===== config.mk =====
export PLATFORM = sky130hd
export DESIGN_NAME = tpt_translator
export DESIGN_NICKNAME = d
export VERILOG_FILES = /design/src/shared/tpt_pkg.sv /design/src/shared/tpt_tlb_if.sv /design/src/hw/tpt_translator.sv /design/src/hw/tpt_tlb.sv /design/src/hw/tpt_walk_addr.sv
export SDC_FILE = /design/constraint.sdc
export NUM_CORES = 1
export LEC_CHECK = 0
export ABC_AREA = 1
export BUFFER_PORTS_ARGS = -buffer_cell sky130_fd_sc_hd__clkbuf_2
export CORE_MARGIN = 10
export CORE_UTILIZATION = 49
export CTS_CLUSTER_SIZE = 30
export DETAILED_ROUTE_END_ITERATION = 10
export PLACE_DENSITY = 0.66
export SLEW_MARGIN = 10
export SYNTH_ARGS = -nofsm -noshare
export SYNTH_HDL_FRONTEND = slang
export SYNTH_SLANG_ARGS = --single-unit
export TNS_END_PERCENT = 50

===== constraint.sdc =====
create_clock -name pclk -period 4.2 [get_ports pclk]
set_clock_uncertainty 0.05 [all_clocks]
set_input_delay 0.84 -clock pclk [delete_from_list [all_inputs] [get_ports pclk]]
set_output_delay 0.84 -clock pclk [all_outputs]
set_load 0.02 [all_outputs]

===== src/shared/tpt_pkg.sv =====
// tpt_pkg: constants shared by the page translator and its helpers.
// assumes an APB slave with 32-bit data and 36-bit physical memory reads.
package tpt_pkg;
  // ----------------------------------------
  // register map (byte addresses)
  // ----------------------------------------
  localparam int ADDR_W = 8;
  localparam logic [7:0] OFS_PRIMARY = 8'h00;
  localparam logic [7:0] OFS_DIRBASE = 8'h04;
  localparam logic [7:0] OFS_EXT = 8'h08;
  localparam logic [7:0] OFS_LIN = 8'h0C;
  localparam logic [7:0] OFS_PHYS_LO = 8'h10;
  localparam logic [7:0] OFS_PHYS_HI = 8'h14;
  localparam logic [7:0] OFS_STATUS = 8'h18;
  localparam logic [7:0] OFS_FLUSH = 8'h1C;
  // ----------------------------------------
  // field positions
  // ----------------------------------------
  localparam int TRANSLATE_EN_BIT = 31;
  localparam int LARGE_EN_BIT = 4;
  localparam int EXT_EN_BIT = 5;
  localparam int PRESENT_BIT = 0;
  localparam int SIZE_FLAG_BIT = 7;
  localparam int ST_BUSY_BIT = 0;
  localparam int ST_DONE_BIT = 1;
  localparam int ST_FAULT_BIT = 2;
  localparam int ST_HIT_BIT = 3;
  localparam int ST_LARGE_BIT = 4;
  // ----------------------------------------
  // widths and reset values
  // ----------------------------------------
  localparam int PA_W = 36;
  localparam int SMALL_KW = 20;
  localparam int SMALL_DW = 24;
  localparam int LARGE_KW = 11;
  localparam int LARGE_DW = 15;
  localparam logic [31:0] RST_REG = 32'h0000_0000;
  localparam logic [PA_W-1:0] RST_PA = 36'h0_0000_0000;
  // ----------------------------------------
  // walk states, gray along idle-look-ptr-dir-tbl
  // ----------------------------------------
  typedef enum logic [2:0] {
    ST_IDLE = 3'h0,
    ST_LOOK = 3'h1,
    ST_PTR = 3'h3,
    ST_DIR = 3'h2,
    ST_TBL = 3'h6
  } tpt_state_t;
endpackage


===== src/shared/tpt_tlb_if.sv =====
// tpt_tlb_if: lookup and fill path between walker and one translation cache.
// assumes key is held stable by the walker for the whole lookup.
`timescale 1ns/1ps
interface tpt_tlb_if #(
  parameter int KW = 20,
  parameter int DW = 24
);
  logic [KW-1:0] key;
  logic hit;
  logic [DW-1:0] data;
  logic fill;
  logic [DW-1:0] fill_data;
  logic flush;
  modport cache (input key, input fill, input fill_data, input flush, output hit, output data);
  modport user (output key, output fill, output fill_data, output flush, input hit, input data);
endinterface


===== src/hw/tpt_translator.sv =====
// tpt_translator: two-level linear to physical address translator, three levels with address extension on.
// assumes an APB master and a memory port that answers each read with mem_ack.
//
// Added by the designer: the placing of the registers and the APB slave port.
`timescale 1ns/1ps
module tpt_translator #(
  parameter bit WIDE_LARGE = 1'b1,
  parameter int SMALL_IW = 4,
  parameter int LARGE_IW = 2
) (
  input wire logic pclk,
  input wire logic presetn,
  input wire logic psel,
  input wire logic penable,
  input wire logic pwrite,
  input wire logic [tpt_pkg::ADDR_W-1:0] paddr,
  input wire logic [31:0] pwdata,
  output logic [31:0] prdata,
  output logic pready,
  output logic pslverr,
  output logic mem_req,
  output logic [tpt_pkg::PA_W-1:0] mem_addr,
  input wire logic mem_ack,
  input wire logic [63:0] mem_rdata,
  output logic page_fault_exception
);
  import tpt_pkg::*;

  // ----------------------------------------
  // decode
  // ----------------------------------------
  function automatic logic reg_hit(input logic [ADDR_W-1:0] a);
    case (a)
      OFS_PRIMARY, OFS_DIRBASE, OFS_EXT, OFS_LIN: reg_hit = 1'b1;
      OFS_PHYS_LO, OFS_PHYS_HI, OFS_STATUS, OFS_FLUSH: reg_hit = 1'b1;
      default: reg_hit = 1'b0;
    endcase
  endfunction

  // ----------------------------------------
  // state
  // ----------------------------------------
  logic [31:0] prdata_r, prdata_nxt;
  logic pready_r, pready_nxt;
  logic pslverr_r, pslverr_nxt;
  logic [31:0] primary_ctrl_reg_r, primary_ctrl_reg_nxt;
  logic [31:0] directory_base_ctrl_r, directory_base_ctrl_nxt;
  logic [31:0] extension_ctrl_reg_r, extension_ctrl_reg_nxt;
  logic [31:0] lin_r, lin_nxt;
  logic [PA_W-1:0] phys_r, phys_nxt;
  logic done_r, done_nxt;
  logic fault_r, fault_nxt;
  logic hit_r, hit_nxt;
  logic large_r, large_nxt;
  logic pf_r, pf_nxt;
  logic mem_req_r, mem_req_nxt;
  logic [PA_W-1:0] mem_addr_r, mem_addr_nxt;
  logic [63:0] ent_r, ent_nxt;
  tpt_state_t st_r, st_nxt;

  logic acc, wr_go, translate_enable, large_page_enable, address_extension_enable;
  logic [63:0] rd_ent;
  logic entry_size_flag, go_large;
  logic [PA_W-1:0] walk_addr;
  logic [31:0] rd_mux;

  tpt_tlb_if #(.KW(SMALL_KW), .DW(SMALL_DW)) sm ();
  tpt_tlb_if #(.KW(LARGE_KW), .DW(LARGE_DW)) lg ();

  // separate caches per page size
  tpt_tlb #(.KW(SMALL_KW), .DW(SMALL_DW), .IW(SMALL_IW)) u_small (
    .pclk(pclk),
    .presetn(presetn),
    .lk(sm.cache)
  );
  tpt_tlb #(.KW(LARGE_KW), .DW(LARGE_DW), .IW(LARGE_IW)) u_large (
    .pclk(pclk),
    .presetn(presetn),
    .lk(lg.cache)
  );
  tpt_walk_addr u_addr (
    .tgt(st_nxt),
    .ext_en(address_extension_enable),
    .dir_base(directory_base_ctrl_r),
    .lin(lin_r),
    .ent(ent_nxt),
    .addr(walk_addr)
  );

  assign acc = psel && penable;
  assign wr_go = acc && pready_r && pwrite;
  assign translate_enable = primary_ctrl_reg_r[TRANSLATE_EN_BIT];
  assign large_page_enable = extension_ctrl_reg_r[LARGE_EN_BIT];
  assign address_extension_enable = extension_ctrl_reg_r[EXT_EN_BIT];
  // without extension only the low word of an entry is meaningful
  assign rd_ent = address_extension_enable ? mem_rdata : {32'h0000_0000, mem_rdata[31:0]};
  assign entry_size_flag = rd_ent[SIZE_FLAG_BIT];
  // size flag ignored unless one of the large modes is on
  assign go_large = entry_size_flag && (address_extension_enable || large_page_enable);
  assign sm.key = lin_r[31:12];
  assign lg.key = lin_r[31:21];

  always_comb begin
    case (paddr)
      OFS_PRIMARY: rd_mux = primary_ctrl_reg_r;
      OFS_DIRBASE: rd_mux = directory_base_ctrl_r;
      OFS_EXT: rd_mux = extension_ctrl_reg_r;
      OFS_LIN: rd_mux = lin_r;
      OFS_PHYS_LO: rd_mux = phys_r[31:0];
      OFS_PHYS_HI: rd_mux = {28'h000_0000, phys_r[35:32]};
      OFS_STATUS: rd_mux = {27'h000_0000, large_r, hit_r, fault_r, done_r, st_r != ST_IDLE};
      default: rd_mux = RST_REG;
    endcase
  end

  // ----------------------------------------
  // bus and walk next state
  // ----------------------------------------
  always_comb begin
    prdata_nxt = prdata_r;
    pready_nxt = 1'b0;
    pslverr_nxt = 1'b0;
    primary_ctrl_reg_nxt = primary_ctrl_reg_r;
    directory_base_ctrl_nxt = directory_base_ctrl_r;
    extension_ctrl_reg_nxt = extension_ctrl_reg_r;
    lin_nxt = lin_r;
    phys_nxt = phys_r;
    done_nxt = done_r;
    fault_nxt = fault_r;
    hit_nxt = hit_r;
    large_nxt = large_r;
    pf_nxt = 1'b0;
    mem_req_nxt = mem_req_r;
    mem_addr_nxt = mem_addr_r;
    ent_nxt = ent_r;
    st_nxt = st_r;
    sm.fill = 1'b0;
    sm.fill_data = rd_ent[35:12];
    lg.fill = 1'b0;
    lg.fill_data = '0;
    sm.flush = 1'b0;
    // one wait cycle: ready is a flop raised in the first access cycle
    if (acc && !pready_r) begin
      pready_nxt = 1'b1;
      pslverr_nxt = !reg_hit(paddr);
      if (!pwrite) begin
        prdata_nxt = rd_mux;
      end
    end
    if (wr_go) begin
      case (paddr)
        OFS_PRIMARY: primary_ctrl_reg_nxt = pwdata;
        OFS_DIRBASE: begin
          // whole word kept: no present flag in this register
          directory_base_ctrl_nxt = pwdata;
          sm.flush = 1'b1;
        end
        OFS_EXT: begin
          extension_ctrl_reg_nxt = pwdata;
          sm.flush = 1'b1;
        end
        OFS_STATUS: begin
          if (pwdata[ST_DONE_BIT]) begin
            done_nxt = 1'b0;
          end
          if (pwdata[ST_FAULT_BIT]) begin
            fault_nxt = 1'b0;
          end
        end
        OFS_FLUSH: sm.flush = 1'b1;
        OFS_LIN: begin
          // a new address while a walk runs is dropped
          if (st_r == ST_IDLE) begin
            lin_nxt = pwdata;
            done_nxt = 1'b0;
            fault_nxt = 1'b0;
            hit_nxt = 1'b0;
            large_nxt = 1'b0;
            if (!translate_enable) begin
              phys_nxt = {4'h0, pwdata};
              done_nxt = 1'b1;
            end else begin
              st_nxt = ST_LOOK;
            end
          end
        end
        default: ;
      endcase
    end
    // hardware set lands after software clear, so a set always wins
    case (st_r)
      ST_LOOK: begin
        if (lg.hit) begin
          phys_nxt = {lg.data, lin_r[20:0]};
          {done_nxt, hit_nxt, large_nxt} = 3'b111;
          st_nxt = ST_IDLE;
        end else if (sm.hit) begin
          phys_nxt = {sm.data, lin_r[11:0]};
          {done_nxt, hit_nxt} = 2'b11;
          st_nxt = ST_IDLE;
        end else begin
          st_nxt = address_extension_enable ? ST_PTR : ST_DIR;
          mem_req_nxt = 1'b1;
          mem_addr_nxt = walk_addr;
        end
      end
      ST_PTR: begin
        if (mem_ack) begin
          ent_nxt = mem_rdata;
          if (!mem_rdata[PRESENT_BIT]) begin
            {fault_nxt, pf_nxt, done_nxt, mem_req_nxt} = 4'b1110;
            st_nxt = ST_IDLE;
          end else begin
            st_nxt = ST_DIR;
            mem_addr_nxt = walk_addr;
          end
        end
      end
      ST_DIR: begin
        if (mem_ack) begin
          ent_nxt = rd_ent;
          if (!rd_ent[PRESENT_BIT]) begin
            {fault_nxt, pf_nxt, done_nxt, mem_req_nxt} = 4'b1110;
            st_nxt = ST_IDLE;
          end else if (go_large) begin
            mem_req_nxt = 1'b0;
            {done_nxt, large_nxt} = 2'b11;
            st_nxt = ST_IDLE;
            lg.fill = 1'b1;
            if (address_extension_enable) begin
              lg.fill_data = rd_ent[35:21];
            end else begin
              // 10 base bits; wide feature adds four upper bits
              lg.fill_data = {WIDE_LARGE ? rd_ent[16:13] : 4'h0,
                              rd_ent[31:22], lin_r[21]};
            end
            phys_nxt = {lg.fill_data, lin_r[20:0]};
          end else begin
            // table fetch only after the directory entry is back
            st_nxt = ST_TBL;
            mem_addr_nxt = walk_addr;
          end
        end
      end
      ST_TBL: begin
        if (mem_ack) begin
          mem_req_nxt = 1'b0;
          st_nxt = ST_IDLE;
          done_nxt = 1'b1;
          if (!rd_ent[PRESENT_BIT]) begin
            {fault_nxt, pf_nxt} = 2'b11;
          end else begin
            sm.fill = 1'b1;
            phys_nxt = {rd_ent[35:12], lin_r[11:0]};
          end
        end
      end
      default: ;
    endcase
  end

  assign lg.flush = sm.flush;

  always_ff @(posedge pclk or negedge presetn) begin
    if (!presetn) begin
      prdata_r <= RST_REG;
      pready_r <= 1'b0;
      pslverr_r <= 1'b0;
      primary_ctrl_reg_r <= RST_REG;
      directory_base_ctrl_r <= RST_REG;
      extension_ctrl_reg_r <= RST_REG;
      lin_r <= RST_REG;
      phys_r <= RST_PA;
      done_r <= 1'b0;
      fault_r <= 1'b0;
      hit_r <= 1'b0;
      large_r <= 1'b0;
      pf_r <= 1'b0;
      mem_req_r <= 1'b0;
      mem_addr_r <= RST_PA;
      ent_r <= 64'h0000_0000_0000_0000;
      st_r <= ST_IDLE;
    end else begin
      prdata_r <= prdata_nxt;
      pready_r <= pready_nxt;
      pslverr_r <= pslverr_nxt;
      primary_ctrl_reg_r <= primary_ctrl_reg_nxt;
      directory_base_ctrl_r <= directory_base_ctrl_nxt;
      extension_ctrl_reg_r <= extension_ctrl_reg_nxt;
      lin_r <= lin_nxt;
      phys_r <= phys_nxt;
      done_r <= done_nxt;
      fault_r <= fault_nxt;
      hit_r <= hit_nxt;
      large_r <= large_nxt;
      pf_r <= pf_nxt;
      mem_req_r <= mem_req_nxt;
      mem_addr_r <= mem_addr_nxt;
      ent_r <= ent_nxt;
      st_r <= st_nxt;
    end
  end

  assign prdata = prdata_r;
  assign pready = pready_r;
  assign pslverr = pslverr_r;
  assign mem_req = mem_req_r;
  assign mem_addr = mem_addr_r;
  assign page_fault_exception = pf_r;
endmodule


===== src/hw/tpt_tlb.sv =====
// tpt_tlb: direct-mapped translation cache, one per page size.
// assumes fill and flush are single-cycle strobes from the walker.
`timescale 1ns/1ps
module tpt_tlb #(
  parameter int KW = 20,
  parameter int DW = 24,
  parameter int IW = 4
) (
  input wire logic pclk,
  input wire logic presetn,
  tpt_tlb_if.cache lk
);
  import tpt_pkg::*;
  localparam int N = 1 << IW;
  logic [DW-1:0] data_mem [N];
  logic [KW-IW-1:0] tag_mem [N];
  logic [N-1:0] valid_r;
  logic [N-1:0] valid_nxt;
  logic [IW-1:0] idx;

  assign idx = lk.key[IW-1:0];
  // hit only for a valid slot whose tag matches
  assign lk.hit = valid_r[idx] && (tag_mem[idx] == lk.key[KW-1:IW]);
  assign lk.data = data_mem[idx];

  // flush wins over a fill in the same cycle: a walk that fills in the flush cycle is not cached
  for (genvar i = 0; i < N; i++) begin : g_valid
    always_comb begin
      if (lk.flush) begin
        valid_nxt[i] = 1'b0;
      end else if (lk.fill && idx == IW'(i)) begin
        valid_nxt[i] = 1'b1;
      end else begin
        valid_nxt[i] = valid_r[i];
      end
    end
  end

  always_ff @(posedge pclk or negedge presetn) begin
    if (!presetn) begin
      valid_r <= '0;
    end else begin
      valid_r <= valid_nxt;
    end
  end

  always_ff @(posedge pclk) begin
    if (lk.fill) begin
      data_mem[idx] <= lk.fill_data;
      tag_mem[idx] <= lk.key[KW-1:IW];
    end
  end
endmodule


===== src/hw/tpt_walk_addr.sv =====
// tpt_walk_addr: memory address of the next table entry to fetch.
// assumes ent holds the entry fetched one level above the target level.
`timescale 1ns/1ps
module tpt_walk_addr (
  input tpt_pkg::tpt_state_t tgt,
  input wire logic ext_en,
  input wire logic [31:0] dir_base,
  input wire logic [31:0] lin,
  input wire logic [63:0] ent,
  output logic [tpt_pkg::PA_W-1:0] addr
);
  import tpt_pkg::*;
  always_comb begin
    case (tgt)
      ST_PTR: addr = {4'h0, dir_base[31:5], lin[31:30], 3'h0};
      ST_DIR: begin
        if (ext_en) begin
          addr = {ent[35:12], lin[29:21], 3'h0};
        end else begin
          addr = {4'h0, dir_base[31:12], lin[31:22], 2'h0};
        end
      end
      ST_TBL: begin
        if (ext_en) begin
          addr = {ent[35:12], lin[20:12], 3'h0};
        end else begin
          addr = {4'h0, ent[31:12], lin[21:12], 2'h0};
        end
      end
      default: addr = RST_PA;
    endcase
  end
endmodule


==> results.ini <==
[place]
gp_congestion = 0.933
dp.cells = 5115
place_area_um2 = 45200
portBuffers = 141
hpwl_um = 81200

[power_and_ir_drop]
seqPwrFrac_pct = 53.2
p_sw_mw = 4.22
p_int_mw = 16.1
swShare_pct = 20.8
p_leak_nw = 18.3
irDropWorstVdd_mv = 0.444
p_per_area_nw_per_um2 = 418
combPwrFrac_pct = 1.5
power_frac_clock_pct = 45.3

[routing]
wl_per_cell_um = 24.4
via_per_inst = 5.95
drtIter0Drc = 4271
drt-total-wl_um = 129000
vias = 31600
drt_first_pass_iters = 7
remaining_drc_errors = 0
detail-route-antenna-nets = 0

[yosys]
synth_area_per_cell_um2 = 10.9
syn_area_um2 = 42600
synth_cells = 3912
ys_ff_latch = 1021
synthTopCellsByArea = edfxtp_1 52%, dfrtp_1 17%, nand2_1 10%
synth-seq-area-share_pct = 68.7
synth.largest_area_cell = edfxtp_1
ys_types = 47
yosys_warnings = 0
synth_top_area_share_pct = 51.9

[setup_path]
critPathCaptureType = flip-flop
cp-startpoint = lin_r[14]
reg2regPathDepth = 17
path_class = reg2reg
rr_startpoint = lin_r[14]
arrival_ns = 4.50
critPathMaxFanout = 31
required_ns = 4.76
start_kind = flip-flop

[floorplan]
die_area_um2 = 99000
dieHeight_um = 315
ios = 182
start_util_pct = 49.2
rows = 108
dieWidth_um = 315
core_area_um2 = 86500

[sta]
hold_viol = 0
fin_crit_sh_pct = 94.0
fin_crit_ns = 3.95
maxSlewViolCount = 0
setup_viol = 0
worstMarginPinSlew_ns = 1.06
fin_setup_tns_ns = 0
fmax_ghz = 0.253
rsz0062_at_grt = no
slew_headroom_pct = 29.1

[layout]
stdcell_count = 5305
final_nets = 4174
finalInstanceArea_um2 = 48600
final_cell_mix = 1125 x nand2_1, 736 x edfxtp_1, 419 x o21ai_0
area_growth_pct = 14.1
drive_gt1_share_pct = 11.8
final_common_cell = nand2_1

[clock_tree]
cts-root-buf = clkbuf_16
cts_buffer_depth = 3
cts.sinks = 1021
cts-buffers-inserted = 102
h-tree-depth = 3
cts_tree = built
clk_pin_slew_ns = 0.06
clkLatencyLatePin_ns = 0.69

[global_route]
grt_overflow = 0
antenna_found_initial = 5
grt_start_max_net_pins = 79
track_usage_pct = 25.4
grt_pass1_vias = 29500
grt_first_pass_wirelength_um = 190000

[hold_path]
hp-class = in2async

[status]
status = complete, no violations

[run]
drv_cap = 0

## what timing repair did
item                                    4_1_cts  5_1_grt
buffers inserted                              0        0
gates resized for setup                       0        2
hold buffers                                  0        0
endpoints found under the setup margin        0        4
## worst max-delay path: stages (launching register included)
cell and delay, ns:
dfrtp_1 0.57, inv_2 0.16, nor2_4 0.40, buf_4 0.35
nand2_1 0.09, nand2_1 0.09, o21ai_0 0.09, nand2_1 0.18
nor2_1 0.07, nand3_1 0.08, nor2_1 0.05, nand2_2 0.19
buf_4 0.38, nand2_2 0.13, a21oi_4 0.34, buf_4 0.38
nand2_1 0.13, nand2_1 0.08
## cell families (layout without fill, tap and decap cells)
logic type	Yosys count	in the layout	synth area share (%)
flip-flops	1021	1021	68.7
AND/OR/NAND/NOR	1457	1457	13.7
buffers and inverters	482	717	4.53
XOR/XNOR	3	3	0.0618
AO/OA/AOI/OAI	948	948	13.0
other	1	4	0.00881
## power by group through the flow
stage	clock [mW]	combinational, mW	sequential, mW
2_1_floorplan	0	0.0661	11.0
3_3_place_gp	0	0.293	11.0
3_5_place_dp	0	0.297	11.0
4_1_cts	9.24	0.298	10.8
5_1_grt	9.67	0.327	10.8
6_report	9.20	0.301	10.8
## cell type report
cell class	count	area (µm²)
fill	7271	37900
sequential	1021	29200
multi-input combinational	2410	11600
clock buffer	133	2810
timing repair buffer	270	1910
tap	1155	1450
inverter	259	980
clock inverter	55	584
antenna	2	5.00
## metrics by stage
stage	hold slack [ns]	setup slack, ns	power, mW	utilization, %
2_1_floorplan	0.403	0.222	11.1	-
3_3_place_gp	0.415	0.293	11.3	52.2
3_5_place_dp	0.416	0.277	11.3	52.2
4_1_cts	0.0819	0.265	20.3	56.1
5_1_grt	0.0856	0.113	20.8	56.1
6_report	0.0505	0.254	20.3	56.1
## Yosys cell counts (all sizes together)
master / n
a211oi: 27
a21oi: 92
a221o: 6
a221oi: 12
a22oi: 34
a311oi: 2
a31oi: 16
a41oi: 12
buf: 84
clkbuf: 139
clkinv: 1
conb: 1
dfrtp: 285
edfxtp: 736
inv: 258
nand2: 1133
nand3: 107
nand4: 53
nor2: 147
nor3: 11
nor3b: 2
nor4: 1
nor4b: 1
o2111ai: 2
o211ai: 32
o21a: 1
o21ai: 441
o221ai: 11
o22ai: 259
o31ai: 1
or2: 2
xor2: 3
## routing by layer
metal	global-route usage [%]	wire length, µm	vias up
met2	39.3	59200	1667
met3	5.65	13200	266
met1	35.5	52700	15500
met4	7.95	4110	6
met5	0	31	-
li1	-	-	14100
## state kept, by name (all words and copies together), names as in the netlist, 34 cells and up
register          cells
u_small.tag_mem     256
u_large.data_mem     60
u_large.tag_mem      36
mem_addr             34
u_small.data_mem    384
phys_r               36
## path summary, 6_finish.rpt
path	slack (ns)	endpoint
max reg2reg	0.25	mem_addr[21]
min in group pclk	0.36	pready
min	0.05	prdata[18]
max in group asynchronous	3.02	lin_r[13]
max	0.25	mem_addr[21]
min reg2reg	0.43	mem_addr[16]
Power figures use the tool's default switching activity.
